==> config.mk <==
export PLATFORM = sky130hd
export DESIGN_NAME = pcw_top
export DESIGN_NICKNAME = d
export VERILOG_FILES = /design/src/design/pcw_io_window.v /design/src/design/pcw_cycle_timer.v /design/src/design/pcw_top.v
export VERILOG_INCLUDE_DIRS = /design/src /design/src/common
export SDC_FILE = /design/constraint.sdc
export NUM_CORES = 1
export LEC_CHECK = 0
export ABC_AREA = 1
export BUFFER_PORTS_ARGS = -buffer_cell sky130_fd_sc_hd__buf_4
export CORE_UTILIZATION = 51
export DETAILED_ROUTE_END_ITERATION = 10
export PLACE_DENSITY_LB_ADDON = 0.1
export SETUP_SLACK_MARGIN = 0.4
export SYNTH_ARGS = -nofsm -noshare
export SYNTH_HDL_FRONTEND = slang
export SYNTH_SLANG_ARGS = --single-unit
==> constraint.sdc <==
create_clock -name CLK_IN -period 2.2 [get_ports CLK_IN]
set_clock_uncertainty 0.15 [all_clocks]
set_input_delay 0.33 -clock CLK_IN [delete_from_list [all_inputs] [get_ports CLK_IN]]
set_output_delay 0.33 -clock CLK_IN [all_outputs]
set_load 0.01 [all_outputs]
==> src/common/pcw_defs.vh <==
// offsets, field positions, reset values and timing counts of the socket window bank
`ifndef PCW_DEFS_VH
`define PCW_DEFS_VH

// register offsets in the socket register space
`define PCW_OFF_IO_CTL 8'h07
`define PCW_OFF_IO0_START_LO 8'h08
`define PCW_OFF_IO0_START_HI 8'h09
`define PCW_OFF_IO0_END_LO 8'h0a
`define PCW_OFF_IO0_END_HI 8'h0b
`define PCW_OFF_IO1_START_LO 8'h0c
`define PCW_OFF_IO1_START_HI 8'h0d
`define PCW_OFF_IO1_END_LO 8'h0e
`define PCW_OFF_IO1_END_HI 8'h0f
`define PCW_OFF_MEM0_START_LO 8'h10
`define PCW_OFF_MEM1_START_LO 8'h18
`define PCW_OFF_MEM2_START_LO 8'h20
`define PCW_OFF_MEM3_START_LO 8'h28
`define PCW_OFF_MEM4_START_LO 8'h30

// io window stride between window 0 and window 1 address registers
`define PCW_IO_STRIDE 8'h04
// memory window stride
`define PCW_MEM_STRIDE 8'h08

// every register of the bank resets to this value
`define PCW_RESET_VAL 8'h00

// io window timing control fields, window n uses bit (4*n + pos)
`define PCW_BIT_FIXED_WIDTH 0
`define PCW_BIT_AUTO_SIZE 1
`define PCW_BIT_SHORT_WAIT 2
`define PCW_BIT_LONG_WAIT 3
`define PCW_CTL_FIELD_W 4

// memory window start low byte maps onto host address bits a19..a12
`define PCW_MEM_ADDR_MSB 19
`define PCW_MEM_ADDR_LSB 12

// isa-equivalent cycle timing, in isa clocks
`define PCW_ISA_DIV 8'h03
`define PCW_STD8_ISA 4'h6
`define PCW_SHORT8_ISA 4'h3
`define PCW_STD16_ISA 4'h3
`define PCW_LONG_EXTRA_ISA 4'h1

`endif

==> src/design/pcw_io_window.v <==
// address match, transfer width and cycle-length selection of one io window
`timescale 1ns/1ps
`include "pcw_defs.vh"
module pcw_io_window (
   input wire [15:0] start_addr_in,
   input wire [15:0] end_addr_in,
   input wire window_on_in,
   input wire [3:0] ctl_in,
   input wire iois16_in,
   input wire [15:0] host_addr_in,
   output wire hit_out,
   output wire wide_out,
   output wire long_out,
   output wire short_out
);
   wire auto_size;
   wire fixed_width;

   assign auto_size = ctl_in[`PCW_BIT_AUTO_SIZE];
   assign fixed_width = ctl_in[`PCW_BIT_FIXED_WIDTH];

   // a disabled window never claims, whatever its limits say
   // both limits are inclusive
   assign hit_out = window_on_in && (host_addr_in >= start_addr_in) &&
                    (host_addr_in <= end_addr_in);

   // fixed width is ignored while auto-size is set
   assign wide_out = auto_size ? iois16_in : fixed_width;

   // long wait only touches 16-bit cycles, short wait only 8-bit cycles
   assign long_out = wide_out && ctl_in[`PCW_BIT_LONG_WAIT];
   assign short_out = !wide_out && ctl_in[`PCW_BIT_SHORT_WAIT];
endmodule

==> src/design/pcw_cycle_timer.v <==
// times one io cycle in isa-equivalent clocks derived from the bus clock
`timescale 1ns/1ps
`include "pcw_defs.vh"
module pcw_cycle_timer #(
   parameter [7:0] ISA_DIV = `PCW_ISA_DIV,
   parameter [3:0] STD8_ISA = `PCW_STD8_ISA,
   parameter [3:0] SHORT8_ISA = `PCW_SHORT8_ISA,
   parameter [3:0] STD16_ISA = `PCW_STD16_ISA
) (
   input wire clk,
   input wire rst_n,
   input wire start_in,
   input wire wide_in,
   input wire long_in,
   input wire short_in,
   output wire busy_out,
   output reg done_out
);
   localparam [1:0] ST_IDLE = 2'b01;
   localparam [1:0] ST_RUN = 2'b10;

   reg [1:0] state_ff;
   reg [1:0] nxt_state;
   reg [7:0] div_ff;
   reg [3:0] cnt_ff;
   reg [3:0] len_ff;
   wire isa_tick;
   reg [3:0] len_sel;

   // divider restarts with each cycle so the first isa clock has full length
   assign isa_tick = (div_ff == ISA_DIV - 8'h01);
   assign busy_out = state_ff[1];

   always @* begin
      if (wide_in) begin
         len_sel = long_in ? STD16_ISA + `PCW_LONG_EXTRA_ISA : STD16_ISA;
      end else begin
         len_sel = short_in ? SHORT8_ISA : STD8_ISA;
      end
   end

   always @* begin
      case (state_ff)
         ST_IDLE: nxt_state = start_in ? ST_RUN : ST_IDLE;
         ST_RUN: nxt_state = (isa_tick && cnt_ff == len_ff - 4'h1) ? ST_IDLE : ST_RUN;
         default: nxt_state = ST_IDLE;
      endcase
   end

   always @(posedge clk or negedge rst_n) begin
      if (!rst_n) begin
         state_ff <= ST_IDLE;
         div_ff <= 8'h00;
         cnt_ff <= 4'h0;
         len_ff <= 4'h0;
         done_out <= 1'b0;
      end else begin
         state_ff <= nxt_state;
         done_out <= state_ff[1] && nxt_state[0];
         if (state_ff[0]) begin
            div_ff <= 8'h00;
            cnt_ff <= 4'h0;
            if (start_in) begin
               len_ff <= len_sel;
            end
         end else if (isa_tick) begin
            div_ff <= 8'h00;
            cnt_ff <= cnt_ff + 4'h1;
         end else begin
            div_ff <= div_ff + 8'h01;
         end
      end
   end
endmodule

==> src/design/pcw_top.v <==
// socket window configuration bank: io window timing, io limits, memory window start bytes
// Overview of operation
// - a window's long-wait bit adds one isa wait state to its 16-bit io cycles only.
// - a window's short-wait bit cuts its 8-bit io cycles to three isa clocks only.
// - with auto-size set the transfer width follows the card's iois16 signal.
// - the fixed width bit picks 8 bits at 0 and 16 bits at 1, ignored under auto-size.
// - the start low byte register forms bits 7..0 of the io window start address.
// - the start high byte register forms bits 15..8 of the io window start address.
// - the end low byte register forms bits 7..0 of the io window end address.
// - the end high byte register forms bits 15..8 of the io window end address.
// - each memory window start low byte stands for host address bits a19..a12.
// - a window whose enable bit is 0 never claims a host cycle.
`timescale 1ns/1ps
`include "pcw_defs.vh"
module pcw_top #(
   parameter IO_WINDOWS = 2,
   parameter MEM_WINDOWS = 5,
   parameter [7:0] ISA_DIV = `PCW_ISA_DIV
) (
   input wire CLK_IN,
   input wire RST_N_IN,
   input wire [7:0] REG_ADDR_IN,
   input wire [7:0] REG_WDATA_IN,
   input wire REG_WR_IN,
   input wire REG_RD_IN,
   output reg [7:0] REG_RDATA_OUT,
   output reg REG_RVALID_OUT,
   input wire [1:0] IO_WINDOW_ON_IN,
   input wire [4:0] MEM_WINDOW_ON_IN,
   input wire CARD_IOIS16_N_IN,
   input wire HOST_IO_REQ_IN,
   input wire [15:0] HOST_IO_ADDR_IN,
   input wire HOST_MEM_REQ_IN,
   input wire [23:0] HOST_MEM_ADDR_IN,
   input wire [4:0] MEM_LIMIT_OK_IN,
   output reg IO_CLAIM_OUT,
   output reg IO_WINDOW_SEL_OUT,
   output reg IO_WIDE_OUT,
   output wire IO_BUSY_OUT,
   output wire IO_DONE_OUT,
   output reg [4:0] MEM_CLAIM_OUT,
   output reg [39:0] MEM_START_OUT
);
   reg [7:0] io_ctl_ff;
   // io limit bytes: index 4*w + {start lo, start hi, end lo, end hi}
   reg [7:0] io_lim_ff [0:7];
   reg [7:0] mem_start_ff [0:4];
   reg iois16_meta_ff;
   reg iois16_sync_ff;
   reg [7:0] rd_mux;
   wire [1:0] win_hit;
   wire [1:0] win_wide;
   wire [1:0] win_long;
   wire [1:0] win_short;
   wire [4:0] mem_hit;
   wire sel;
   wire any_hit;
   wire take_io;
   integer i;

   // the card pin is asynchronous to the bus clock
   always @(posedge CLK_IN or negedge RST_N_IN) begin
      if (!RST_N_IN) begin
         iois16_meta_ff <= 1'b0;
         iois16_sync_ff <= 1'b0;
      end else begin
         iois16_meta_ff <= !CARD_IOIS16_N_IN;
         iois16_sync_ff <= iois16_meta_ff;
      end
   end

   // register writes; all bytes fully read/write
   always @(posedge CLK_IN or negedge RST_N_IN) begin
      if (!RST_N_IN) begin
         io_ctl_ff <= `PCW_RESET_VAL;
         for (i = 0; i < 8; i = i + 1) begin
            io_lim_ff[i] <= `PCW_RESET_VAL;
         end
         for (i = 0; i < 5; i = i + 1) begin
            mem_start_ff[i] <= `PCW_RESET_VAL;
         end
      end else if (REG_WR_IN) begin
         if (REG_ADDR_IN == `PCW_OFF_IO_CTL) begin
            io_ctl_ff <= REG_WDATA_IN;
         end
         if (REG_ADDR_IN >= `PCW_OFF_IO0_START_LO && REG_ADDR_IN <= `PCW_OFF_IO1_END_HI) begin
            io_lim_ff[REG_ADDR_IN[2:0]] <= REG_WDATA_IN;
         end
         case (REG_ADDR_IN)
            `PCW_OFF_MEM0_START_LO: mem_start_ff[0] <= REG_WDATA_IN;
            `PCW_OFF_MEM1_START_LO: mem_start_ff[1] <= REG_WDATA_IN;
            `PCW_OFF_MEM2_START_LO: mem_start_ff[2] <= REG_WDATA_IN;
            `PCW_OFF_MEM3_START_LO: mem_start_ff[3] <= REG_WDATA_IN;
            `PCW_OFF_MEM4_START_LO: mem_start_ff[4] <= REG_WDATA_IN;
            default: ;
         endcase
      end
   end

   // unmapped offsets read as zero
   always @* begin
      rd_mux = 8'h00;
      if (REG_ADDR_IN == `PCW_OFF_IO_CTL) begin
         rd_mux = io_ctl_ff;
      end else if (REG_ADDR_IN >= `PCW_OFF_IO0_START_LO &&
                   REG_ADDR_IN <= `PCW_OFF_IO1_END_HI) begin
         rd_mux = io_lim_ff[REG_ADDR_IN[2:0]];
      end else begin
         case (REG_ADDR_IN)
            `PCW_OFF_MEM0_START_LO: rd_mux = mem_start_ff[0];
            `PCW_OFF_MEM1_START_LO: rd_mux = mem_start_ff[1];
            `PCW_OFF_MEM2_START_LO: rd_mux = mem_start_ff[2];
            `PCW_OFF_MEM3_START_LO: rd_mux = mem_start_ff[3];
            `PCW_OFF_MEM4_START_LO: rd_mux = mem_start_ff[4];
            default: rd_mux = 8'h00;
         endcase
      end
   end

   always @(posedge CLK_IN or negedge RST_N_IN) begin
      if (!RST_N_IN) begin
         REG_RDATA_OUT <= 8'h00;
         REG_RVALID_OUT <= 1'b0;
      end else begin
         REG_RVALID_OUT <= REG_RD_IN;
         if (REG_RD_IN) begin
            REG_RDATA_OUT <= rd_mux;
         end
      end
   end

   genvar w;
   generate
      for (w = 0; w < IO_WINDOWS; w = w + 1) begin : g_io
         pcw_io_window u_win (
            .start_addr_in({io_lim_ff[4*w+1], io_lim_ff[4*w]}),
            .end_addr_in({io_lim_ff[4*w+3], io_lim_ff[4*w+2]}),
            .window_on_in(IO_WINDOW_ON_IN[w]),
            .ctl_in(io_ctl_ff[`PCW_CTL_FIELD_W*w +: `PCW_CTL_FIELD_W]),
            .iois16_in(iois16_sync_ff),
            .host_addr_in(HOST_IO_ADDR_IN),
            .hit_out(win_hit[w]),
            .wide_out(win_wide[w]),
            .long_out(win_long[w]),
            .short_out(win_short[w])
         );
      end
      for (w = 0; w < MEM_WINDOWS; w = w + 1) begin : g_mem
         // start byte compares against a19..a12; higher bits and end limit come in
         assign mem_hit[w] = MEM_WINDOW_ON_IN[w] && MEM_LIMIT_OK_IN[w] &&
            (HOST_MEM_ADDR_IN[`PCW_MEM_ADDR_MSB:`PCW_MEM_ADDR_LSB] >= mem_start_ff[w]);
      end
   endgenerate

   // window 0 wins when both windows overlap
   assign sel = !win_hit[0];
   assign any_hit = |win_hit;
   // requests that arrive while a cycle is timed are not claimed
   assign take_io = HOST_IO_REQ_IN && any_hit && !IO_BUSY_OUT;

   always @(posedge CLK_IN or negedge RST_N_IN) begin
      if (!RST_N_IN) begin
         IO_CLAIM_OUT <= 1'b0;
         IO_WINDOW_SEL_OUT <= 1'b0;
         IO_WIDE_OUT <= 1'b0;
         MEM_CLAIM_OUT <= 5'h00;
         MEM_START_OUT <= 40'h0;
      end else begin
         IO_CLAIM_OUT <= take_io;
         if (take_io) begin
            IO_WINDOW_SEL_OUT <= sel;
            IO_WIDE_OUT <= win_wide[sel];
         end
         MEM_CLAIM_OUT <= HOST_MEM_REQ_IN ? mem_hit : 5'h00;
         MEM_START_OUT <= {mem_start_ff[4], mem_start_ff[3], mem_start_ff[2],
                           mem_start_ff[1], mem_start_ff[0]};
      end
   end

   pcw_cycle_timer #(
      .ISA_DIV(ISA_DIV)
   ) u_timer (
      .clk(CLK_IN),
      .rst_n(RST_N_IN),
      .start_in(take_io),
      .wide_in(win_wide[sel]),
      .long_in(win_long[sel]),
      .short_in(win_short[sel]),
      .busy_out(IO_BUSY_OUT),
      .done_out(IO_DONE_OUT)
   );
endmodule

==> results of run 1 <==
-- synth_stat cells, drive strengths merged, types with 2 or more instances --
cell type    n  area, um^2
o21bai       2        15.0
nor2        74         310
o21ai      169         846
a31oi        7        43.8
o22ai       12        75.1
o21a         2        15.0
clkbuf      23        86.3
nand3       35         208
ha         110        1380
o211ai       9        67.6
a21oi       75         375
and3         2        12.5
nand2      267        1010
xnor2        2        17.5
nand4       18         113
nor3        16         108
buf          9        45.0
inv        197         739
dfrtp      188        4700
o2111ai      6        52.6
xor2         3        26.3
-- final cells by class --
class / instances / share of cell area
well taps: 265 / 0.0250
repair buffers: 229 / 0.140
clock buffers: 18 / 0.0331
clock inverters: 14 / 0.0149
flip-flops and latches: 189 / 0.357
multi-input cells: 814 / 0.374
inverters: 197 / 0.0557
-- path summary, 6_finish.rpt --
path                                                 endpoint                          from  slack (ns)
worst min-delay path               MEM_CLAIM_OUT[2]$_DFF_PN0_               HOST_MEM_REQ_IN        0.02
max in group asynchronous       u_timer.state_ff[0]$_DFF_PN1_                      RST_N_IN        0.95
min in group asynchronous         MEM_START_OUT[12]$_DFF_PN0_                      RST_N_IN        0.29
worst min register to register    MEM_START_OUT[31]$_DFF_PN0_  mem_start_ff[15]$_DFFE_PN0P_        0.23
worst max register to register  u_timer.len_ff[0]$_DFFE_PN0P_     io_lim_ff[63]$_DFFE_PN0P_       -0.03
worst max-delay path            u_timer.len_ff[0]$_DFFE_PN0P_     io_lim_ff[63]$_DFFE_PN0P_       -0.03
-- registers in the layout (all words and copies together), names as in the netlist, 2 cells and up --
signal            count
MEM_CLAIM_OUT         5
MEM_START_OUT        40
REG_RDATA_OUT         8
io_ctl_ff             8
io_lim_ff            64
mem_start_ff         40
u_timer.cnt_ff        4
u_timer.div_ff        8
u_timer.len_ff        3
u_timer.state_ff      2
-- per-layer routing --
layer	global-route usage	share of wire	up-vias
met5	0	0	-
met4	0.130	0.037	0
met2	0.484	0.48	309
met3	0.0467	0.051	67
met1	0.383	0.43	4269
li1	-	-	4484
-- power by group through the flow --
stage          sequential (mW)  combinational (mW)  clock (mW)
6_report                  3.88                1.60        3.34
5_1_grt                   3.91                1.80        3.51
4_1_cts                   3.88                1.54        3.36
3_5_place_dp              3.94                1.45           0
3_3_place_gp              3.94                1.40           0
2_1_floorplan             3.92               0.788           0
-- repair_timing --
| item | 4_1_cts | 5_1_grt |
|---|---|---|
| setup endpoints to repair | 9 | 18 |
| hold buffers | 21 | 0 |
| pin swaps | 19 | 31 |
| setup buffers | 7 | 8 |
| endpoints found under the hold margin | 73 | 0 |
| gates resized for setup | 33 | 47 |
-- cells in the final DEF (no fill, tap or decap), types with 4 or more instances in the layout --
master | netlist | layout
nand2_1 | 265 | 243
clkbuf_16 | 0 | 17
nand4_1 | 18 | 18
o21ai_2 | 0 | 4
ha_1 | 110 | 103
buf_4 | 0 | 196
buf_6 | 0 | 6
buf_12 | 0 | 5
a31oi_1 | 7 | 6
dfrtp_1 | 188 | 188
nor2_1 | 67 | 65
nor3_1 | 13 | 12
dlygate4sd3_1 | 0 | 21
nand2_2 | 2 | 21
o21ai_1 | 2 | 13
o21ai_0 | 167 | 152
nand3_2 | 4 | 9
inv_1 | 194 | 182
o211ai_1 | 9 | 9
nand3_1 | 30 | 24
o22ai_1 | 12 | 12
a21oi_1 | 75 | 71
ha_4 | 0 | 7
inv_2 | 3 | 15
o2111ai_1 | 6 | 5
nor2_2 | 4 | 6
-- kinds of logic after synthesis --
| group | count (synthesis) | synth area share |
|---|---|---|
| fa+ha+maj | 110 | 0.133 |
| buf+inv | 229 | 0.0845 |
| xor+xnor | 5 | 0.00425 |
| compound gates | 285 | 0.147 |
| simple gates | 414 | 0.172 |
| flops | 189 | 0.459 |
-- worst min-delay path, cell delays in order --
cell and delay, ns:
buf_4 0.13, nand4_1 0.08, inv_1 0.04
-- per-stage QoR --
stage	cell area (um^2)	cells	hold WS, ns	TNS [ns]
finish	13300	1726	0.0238	-0.0405
global placement	12000	1658	0.195	-0.155
CTS	13100	1718	0.0167	0
floorplan	10300	1232	-0.116	0
detailed placement	12000	1658	0.196	-0.422
global route	13300	1726	0.0186	-0.692
==> tab_implementation.tex, run 1 <==
\begin{tabular}{lr}
\hline
Metric & Value \\
\hline
\multicolumn{2}{l}{\textbf{Layout}} \\
\quad Multi-input gate area in the final layout & roughly 0.0050 mm\^{}2 \\
\quad FF+latch area & 0.00473 mm\^{}2 \\
\quad Diode insertion count for antenna repair & 0 \\
\quad Core occupancy in the finished layout & 0.675 \\
\quad Fill count & around 1700 \\
\quad Layout cells sized above 1 & 0.221 \\
\quad P\&R area growth vs syn & 28.7\% \\
\quad Final \#Nets & roughly 1600 \\
\multicolumn{2}{l}{\textbf{Timing}} \\
\quad Min setup slack post-route & -0.0293 ns \\
\quad Worst max-slew margin expressed relative to the limit & 0.509 \\
\quad Final max-slew violation count & 0 \\
\quad Final setup fails & 2 \\
\quad Minimum clock period after layout & 2.23 ns \\
\quad Count of endpoints failing hold in the final timing report & 0 \\
\quad Slew at the pin with the worst max-slew slack & $\sim$0.74 ns \\
\quad Max frequency & $\sim$450 MHz \\
\quad Period utilization & 1.01 \\
\quad Unrepaired setup endpoints after global routing & yes \\
\multicolumn{2}{l}{\textbf{Clocking}} \\
\quad Number of sinks handled by clock tree synthesis & 189 \\
\quad Root buf cell & clkbuf\_16 \\
\quad Clock latency on the worst-skew pair & around 0.44 ns \\
\quad Number of buffers created by CTS & 17 \\
\quad Clock tree from TritonCTS & built \\
\quad Worst-path clk slew & around 0.07 ns \\
\quad Largest buffer count on any clock path & 2 \\
\quad Level count of the clock H-tree & 4 \\
\multicolumn{2}{l}{\textbf{Placement}} \\
\quad Detailed-placement wirelength estimate & around 21000 um \\
\quad Number of I/O port buffers & approximately 120 \\
\quad Post-placement setup slack & -0.112 ns \\
\quad Final Wtd Congestion & approximately 0.9 \\
\multicolumn{2}{l}{\textbf{Setup path}} \\
\quad Worst Setup End Kind & flip-flop \\
\quad CP delay by family, top & simple AND/OR/NAND/NOR gates \\
\quad Slowest cell on the critical path & dfrtp\_1 \\
\quad Critical Path RT & between 2 and 2.5 ns \\
\quad Arrival time at the worst endpoint & roughly 2.4 ns \\
\quad Startpoint type of the worst setup path & flip-flop \\
\quad R2r worst-path depth & 17 \\
\quad Critical path fanouts, max & 4 \\
\quad Critical path's largest stage delay & roughly 0.37 ns \\
\quad Setup CP Type & flip-flop to flip-flop \\
\quad Worst path most repeated cell & nand2\_2 \\
\quad Worst-path cell chain & inv\_2 -> ha\_4 -> nand2\_1 -> inv\_2 -> nand2\_2 -> nor2\_1 -> nor2\_1 -> nand2\_1 -> nand2\_2 -> a21oi\_4 -> nand2\_2 -> nand2\_2 -> nand2\_2 -> nand2\_2 -> nand2\_1 -> nand2\_1 -> nand2\_1 \\
\quad Combined buffer and inverter count along the critical path & 2 \\
\quad Number of cells on the critical path & 17 \\
\multicolumn{2}{l}{\textbf{Die}} \\
\quad Vertical die dimension & 144 um \\
\quad Core box area & between 0.015 and 0.02 mm\^{}2 \\
\quad Chip width & between 100 and 150 um \\
\quad Site Rows & 51 \\
\quad Die Footprint & $\sim$0.021 mm\^{}2 \\
\quad Initial standard-cell utilization of the core & 0.525 \\
\quad I/O pins & $\sim$130 \\
\multicolumn{2}{l}{\textbf{Status}} \\
\quad Result of the run & complete, but fails checks \\
\quad Violated checks & negative setup slack \\
\multicolumn{2}{l}{\textbf{Power}} \\
\quad PwrDens & about 660 mW/mm\^{}2 \\
\quad Power dissipated by switching net loads & around 2.6 mW \\
\quad Static Leakage & 6.39 nW \\
\quad Proportion of total power due to net switching & 0.290 \\
\quad Total power after layout & roughly 9 mW \\
\quad Power share of the clock group & 0.378 \\
\quad Peak supply drop & $\sim$0.00053 V \\
\quad Part of the total power dissipated in sequential elements & 0.440 \\
\quad Logic gate share of total power & 0.182 \\
\quad Internal cell power & 6.26 mW \\
\multicolumn{2}{l}{\textbf{Logic synthesis}} \\
\quad Top\_reg\_cell synth & dfrtp\_1 \\
\quad Number of flops mapped to enable cells by yosys & 0 \\
\quad Average footprint of a synthesized cell & $\sim$8.4 um\^{}2 \\
\quad Count of distinct cell types in the synthesized netlist & 36 \\
\quad Yosys reg bits & between 150 and 200 \\
\quad Async S/R FF share, synth & 1.00 \\
\quad Synth warn & 0 \\
\quad Area of the mapped netlist & $\sim$0.010 mm\^{}2 \\
\quad Gate count after technology mapping & roughly 1200 \\
\quad Sequential fraction of the synthesis area & 0.459 \\
\quad Post-Synthesis Net Count & roughly 1400 \\
\multicolumn{2}{l}{\textbf{Flow run}} \\
\quad Max-Cap Viols & 0 \\
\multicolumn{2}{l}{\textbf{Route}} \\
\quad Post-route ant nets & 0 \\
\quad Average wire per standard cell & about 17 um \\
\quad Total number of vias & 9129 \\
\quad Total iterations of the first detailed-routing run & 5 \\
\quad Initial detailed-routing violation count & 676 \\
\quad Vias per std cell & between 5 and 6 \\
\quad Detailed-route DRC error count & 0 \\
\quad Final wirelength & slightly below 30000 um \\
\multicolumn{2}{l}{\textbf{GRT}} \\
\quad Overflow after GRT & 0 \\
\quad Initial antenna violation count & 0 \\
\quad Number of global-route vias before repair & about 8600 \\
\quad Global-route wire length before repair & approximately 45000 um \\
\quad Largest net degree at the start of global routing & 59 \\
\quad Total global routing track utilization & 0.294 \\
\multicolumn{2}{l}{\textbf{Hold path}} \\
\quad WHS Path Cells & 3 \\
\quad Classification of the worst-slack hold path & input port to flip-flop \\
\hline
\end{tabular}
(Power assumes the default switching activity.)
==> inputs of run 2 (changes only) <==
Settings changed: ABC_AREA 1 to not set, SKIP_CTS_REPAIR_TIMING set to 1, SLEW_MARGIN set to 20.
==> tab_implementation.tex, run 2 <==
\begin{tabular}{lr}
\hline
Metric & Value \\
\hline
\multicolumn{2}{l}{\textbf{Logic synthesis}} \\
\quad Area of the mapped netlist & 0.0103 mm\^{}2 (about the same) \\
\quad Gate count after technology mapping & 936 (was 1232) \\
\quad Post-Synthesis Net Count & 1121 (was 1417) \\
\quad Synth warn & 0 (unchanged) \\
\quad Proportion of netlist area held by the largest area contributor & 0.459 (was 0.456) \\
\quad Sequential fraction of the synthesis area & 0.461 (was 0.459) \\
\quad Number of flops mapped to enable cells by yosys & 0 (unchanged) \\
\quad Yosys reg bits & 189 (unchanged) \\
\quad Async S/R FF share, synth & 1.00 (unchanged) \\
\quad Average footprint of a synthesized cell & 11.0 um\^{}2 (was 8.37 um\^{}2) \\
\quad Top\_reg\_cell synth & dfrtp\_1 (unchanged) \\
\quad Cell type contributing the most total cell area after synthesis & dfrtp\_1 (unchanged) \\
\quad Count of distinct cell types in the synthesized netlist & 60 (was 36) \\
\quad Cells taking the most area after synthesis & dfrtp\_1 46\%, ha\_1 13\%, mux2\_2 7.7\% (was dfrtp\_1 46\%, ha\_1 13\%, nand2\_1 9.6\%) \\
\quad Most frequent cells after synthesis & 188 x dfrtp\_1, 110 x ha\_1, 108 x inv\_1, 78 x nand2\_1, 70 x mux2\_2 (was 265 x nand2\_1, 194 x inv\_1, 188 x dfrtp\_1, 167 x o21ai\_0, 110 x ha\_1) \\
\quad Most numerous cell in the Yosys netlist & dfrtp\_1 (was nand2\_1) \\
\multicolumn{2}{l}{\textbf{Timing}} \\
\quad Minimum clock period after layout & 2.53 ns (was 2.23 ns) \\
\quad Min setup slack post-route & -0.328 ns (was -0.0293 ns) \\
\quad Period utilization & 1.15 (was 1.01) \\
\quad Final setup fails & 8 (was 2) \\
\quad Final max-slew violation count & 0 (unchanged) \\
\quad Count of endpoints failing hold in the final timing report & 1 (was 0) \\
\quad Worst max-slew margin expressed relative to the limit & 0.686 (was 0.509) \\
\quad Slew at the pin with the worst max-slew slack & 0.471 ns (was 0.736 ns) \\
\quad Max frequency & 396 MHz (was 449 MHz) \\
\quad Unrepaired setup endpoints after global routing & yes (unchanged) \\
\quad Minimum hold slack & -0.00766 ns (was 0.0238 ns) \\
\multicolumn{2}{l}{\textbf{Die}} \\
\quad I/O pins & 134 (unchanged) \\
\quad Initial standard-cell utilization of the core & 0.523 (was 0.525) \\
\quad Die Footprint & 0.0207 mm\^{}2 (was 0.0208 mm\^{}2) \\
\quad Chip width & 144 um (about the same) \\
\quad Vertical die dimension & 144 um (about the same) \\
\quad Site Rows & 51 (unchanged) \\
\quad Core box area & 0.0196 mm\^{}2 (was 0.0197 mm\^{}2) \\
\multicolumn{2}{l}{\textbf{Setup path}} \\
\quad Worst-path cell chain & inv\_1 -> ha\_1 -> nand4\_1 -> nor3\_1 -> a2111o\_1 -> a22oi\_2 -> o21bai\_4 -> nand2\_2 -> mux2\_4 (was inv\_2 -> ha\_4 -> nand2\_1 -> inv\_2 -> nand2\_2 -> nor2\_1 -> nor2\_1 -> nand2\_1 -> nand2\_2 -> a21oi\_4 -> nand2\_2 -> nand2\_2 -> nand2\_2 -> nand2\_2 -> nand2\_1 -> nand2\_1 -> nand2\_1) \\
\quad Arrival time at the worst endpoint & 2.70 ns (was 2.41 ns) \\
\quad Combined buffer and inverter count along the critical path & 1 (was 2) \\
\quad Worst reg2reg path startpoint & io\_lim\_ff[7]\$\_DFFE\_PN0P\_ (was io\_lim\_ff[63]\$\_DFFE\_PN0P\_) \\
\quad Critical path fanouts, max & 4 (unchanged) \\
\quad Worst Setup End Kind & flip-flop (unchanged) \\
\quad Slowest cell on the critical path & a2111o\_1 (was dfrtp\_1) \\
\quad Critical path's largest stage delay & 0.43 ns (was 0.37 ns) \\
\quad Startpoint type of the worst setup path & flip-flop (unchanged) \\
\quad CP delay by family, top & compound AO/OA/AOI/OAI gates (was simple AND/OR/NAND/NOR gates) \\
\quad R2r worst-path depth & 9 (was 17) \\
\quad Critical Path RT & 2.37 ns (was 2.39 ns) \\
\quad Worst setup slack for register-to-register paths & -0.33 ns (was -0.03 ns) \\
\quad Destination of the worst register-to-register timing path & u\_timer.len\_ff[0]\$\_DFFE\_PN0P\_ (unchanged) \\
\quad Setup CP Type & flip-flop to flip-flop (unchanged) \\
\multicolumn{2}{l}{\textbf{Status}} \\
\quad Violated checks & negative hold slack, negative setup slack (was negative setup slack) \\
\quad Result of the run & complete, but fails checks (unchanged) \\
\multicolumn{2}{l}{\textbf{Layout}} \\
\quad Most common cell after layout, fill and taps aside & dfrtp\_1 (was nand2\_1) \\
\quad Largest reg by FF count & io\_lim\_ff (unchanged) \\
\quad Core occupancy in the finished layout & 0.666 (was 0.675) \\
\quad Fill count & 1546 (was 1675) \\
\quad Number of flip-flops under the largest register name & 64 (unchanged) \\
\quad Diode insertion count for antenna repair & 0 (unchanged) \\
\quad Top library cells by usage in the layout, fill and taps aside & 188 x dfrtp\_1, 185 x buf\_4, 107 x ha\_1 (was 243 x nand2\_1, 196 x buf\_4, 188 x dfrtp\_1) \\
\quad Final \#Nets & 1315 (was 1633) \\
\quad Layout cells sized above 1 & 0.336 (was 0.221) \\
\quad Largest registers & io\_lim\_ff (64), MEM\_START\_OUT (40), mem\_start\_ff (40) (unchanged) \\
\quad P\&R area growth vs syn & 27.3\% (was 28.7\%) \\
\multicolumn{2}{l}{\textbf{Placement}} \\
\quad Detailed-placement wirelength estimate & 19300 um (was 21300 um) \\
\quad Final Wtd Congestion & 0.883 (was 0.927) \\
\quad Number of I/O port buffers & 117 (unchanged) \\
\quad Post-placement setup slack & -0.406 ns (was -0.112 ns) \\
\multicolumn{2}{l}{\textbf{Route}} \\
\quad Vias per std cell & 5.46 (was 5.29) \\
\quad Final wirelength & 25600 um (was 29300 um) \\
\quad Met3 routed WL & 1170 um (was 1490 um) \\
\quad Initial detailed-routing violation count & 424 (was 676) \\
\quad DR WL met2 & 12600 um (was 14100 um) \\
\quad Average wire per standard cell & 18.2 um (was 17.0 um) \\
\quad Total number of vias & 7685 (was 9129) \\
\quad Post-route ant nets & 0 (unchanged) \\
\quad Top routing layer in use & met4 (unchanged) \\
\quad Detailed-route DRC error count & 0 (unchanged) \\
\quad M1 wire length & 11500 um (was 12600 um) \\
\quad Total iterations of the first detailed-routing run & 5 (unchanged) \\
\multicolumn{2}{l}{\textbf{GRT}} \\
\quad Number of global-route vias before repair & 7567 (was 8584) \\
\quad Overflow after GRT & 0 (unchanged) \\
\quad Total global routing track utilization & 0.263 (was 0.294) \\
\quad Largest net degree at the start of global routing & 53 (was 59) \\
\quad Global-route wire length before repair & 40500 um (was 45000 um) \\
\quad Initial antenna violation count & 0 (unchanged) \\
\multicolumn{2}{l}{\textbf{Clocking}} \\
\quad Level count of the clock H-tree & 4 (unchanged) \\
\quad Clock latency on the worst-skew pair & 0.44 ns (about the same) \\
\quad Largest buffer count on any clock path & 2 (unchanged) \\
\quad Number of sinks handled by clock tree synthesis & 189 (unchanged) \\
\quad Number of buffers created by CTS & 17 (unchanged) \\
\quad Worst-path clk slew & 0.08 ns (was 0.07 ns) \\
\quad Root buf cell & clkbuf\_16 (unchanged) \\
\quad Clock tree from TritonCTS & built (unchanged) \\
\multicolumn{2}{l}{\textbf{Hold path}} \\
\quad Start point of the worst hold path & MEM\_WINDOW\_ON\_IN[1] (was HOST\_MEM\_REQ\_IN) \\
\quad Classification of the worst-slack hold path & input port to flip-flop (unchanged) \\
\quad Min-Delay Endpoint & MEM\_CLAIM\_OUT[1]\$\_DFF\_PN0\_ (was MEM\_CLAIM\_OUT[2]\$\_DFF\_PN0\_) \\
\quad WHS Path Cells & 3 (unchanged) \\
\multicolumn{2}{l}{\textbf{Power}} \\
\quad Peak supply drop & 0.000564 V (was 0.000530 V) \\
\quad Static Leakage & 6.41 nW (was 6.39 nW) \\
\quad PwrDens & 674 mW/mm\^{}2 (was 665 mW/mm\^{}2) \\
\multicolumn{2}{l}{\textbf{Flow run}} \\
\quad Max-Cap Viols & 0 (unchanged) \\
\hline
\end{tabular}
run 2: area by class of cell:
class,instances,area (um^2),share of cell area
clock buffers,21,480,0.0368
repair buffers,209,1720,0.132
inverters,108,405,0.0311
clock inverters,11,146,0.0112
well taps,265,332,0.0254
flip-flops and latches,189,4730,0.362
multi-input cells,605,5240,0.401
run 2: kinds of logic after synthesis:
logic type / Yosys count / share of synthesized area
XOR/XNOR: 14 / 0.0120
flip-flops: 189 / 0.461
adder cells (fa/ha/maj): 110 / 0.134
buffers and inverters: 142 / 0.0541
AND/OR/NAND/NOR: 200 / 0.0991
AO/OA/AOI/OAI: 183 / 0.115
multiplexers: 98 / 0.124
run 2: metrics by stage:
stage	power [mW]	instance area [um^2]	TNS (ns)	std cells
after floorplan	4.79	10400	-0.171	936
after global placement	5.47	12100	-4.76	1368
after detailed placement	5.51	12100	-4.94	1368
after CTS	8.75	12700	-1.93	1400
after global routing	9.19	13100	-2.73	1408
final	8.80	13100	-1.94	1408
run 2: tightest hold or removal path: cells and delay by family:
kind                   cells  cell delay (ns)
buffers and inverters      1             0.11
AOI/OAI and AO/OA          2             0.10
run 2: worst max-delay path by stage:
stage,depth (start not counted),slack [ns],startpoint,endpoint
finish,9,-0.33,io_lim_ff[7]$_DFFE_PN0P_,u_timer.len_ff[0]$_DFFE_PN0P_
floorplan,10,-0.16,io_lim_ff[41]$_DFFE_PN0P_,u_timer.len_ff[0]$_DFFE_PN0P_
detailed placement,12,-0.41,HOST_IO_ADDR_IN[0],u_timer.len_ff[0]$_DFFE_PN0P_
global route,11,-0.42,io_lim_ff[41]$_DFFE_PN0P_,u_timer.len_ff[2]$_DFFE_PN0P_
CTS,9,-0.34,io_lim_ff[9]$_DFFE_PN0P_,u_timer.len_ff[0]$_DFFE_PN0P_
global placement,12,-0.40,HOST_IO_ADDR_IN[0],u_timer.len_ff[0]$_DFFE_PN0P_
run 2: power breakdown:
part           leakage [nW]  switching [mW]  internal, mW  total, mW
clock network         0.304            1.43          1.84       3.27
registers              2.34           0.197          3.72       3.92
logic                  3.77           0.825         0.790       1.62
run 2: metal layers:
metal | GRT usage | up-vias
met5 | 0 | -
met4 | 0.0728 | 0
met3 | 0.0373 | 33
met1 | 0.360 | 3782
li1 | - | 3665
met2 | 0.437 | 205
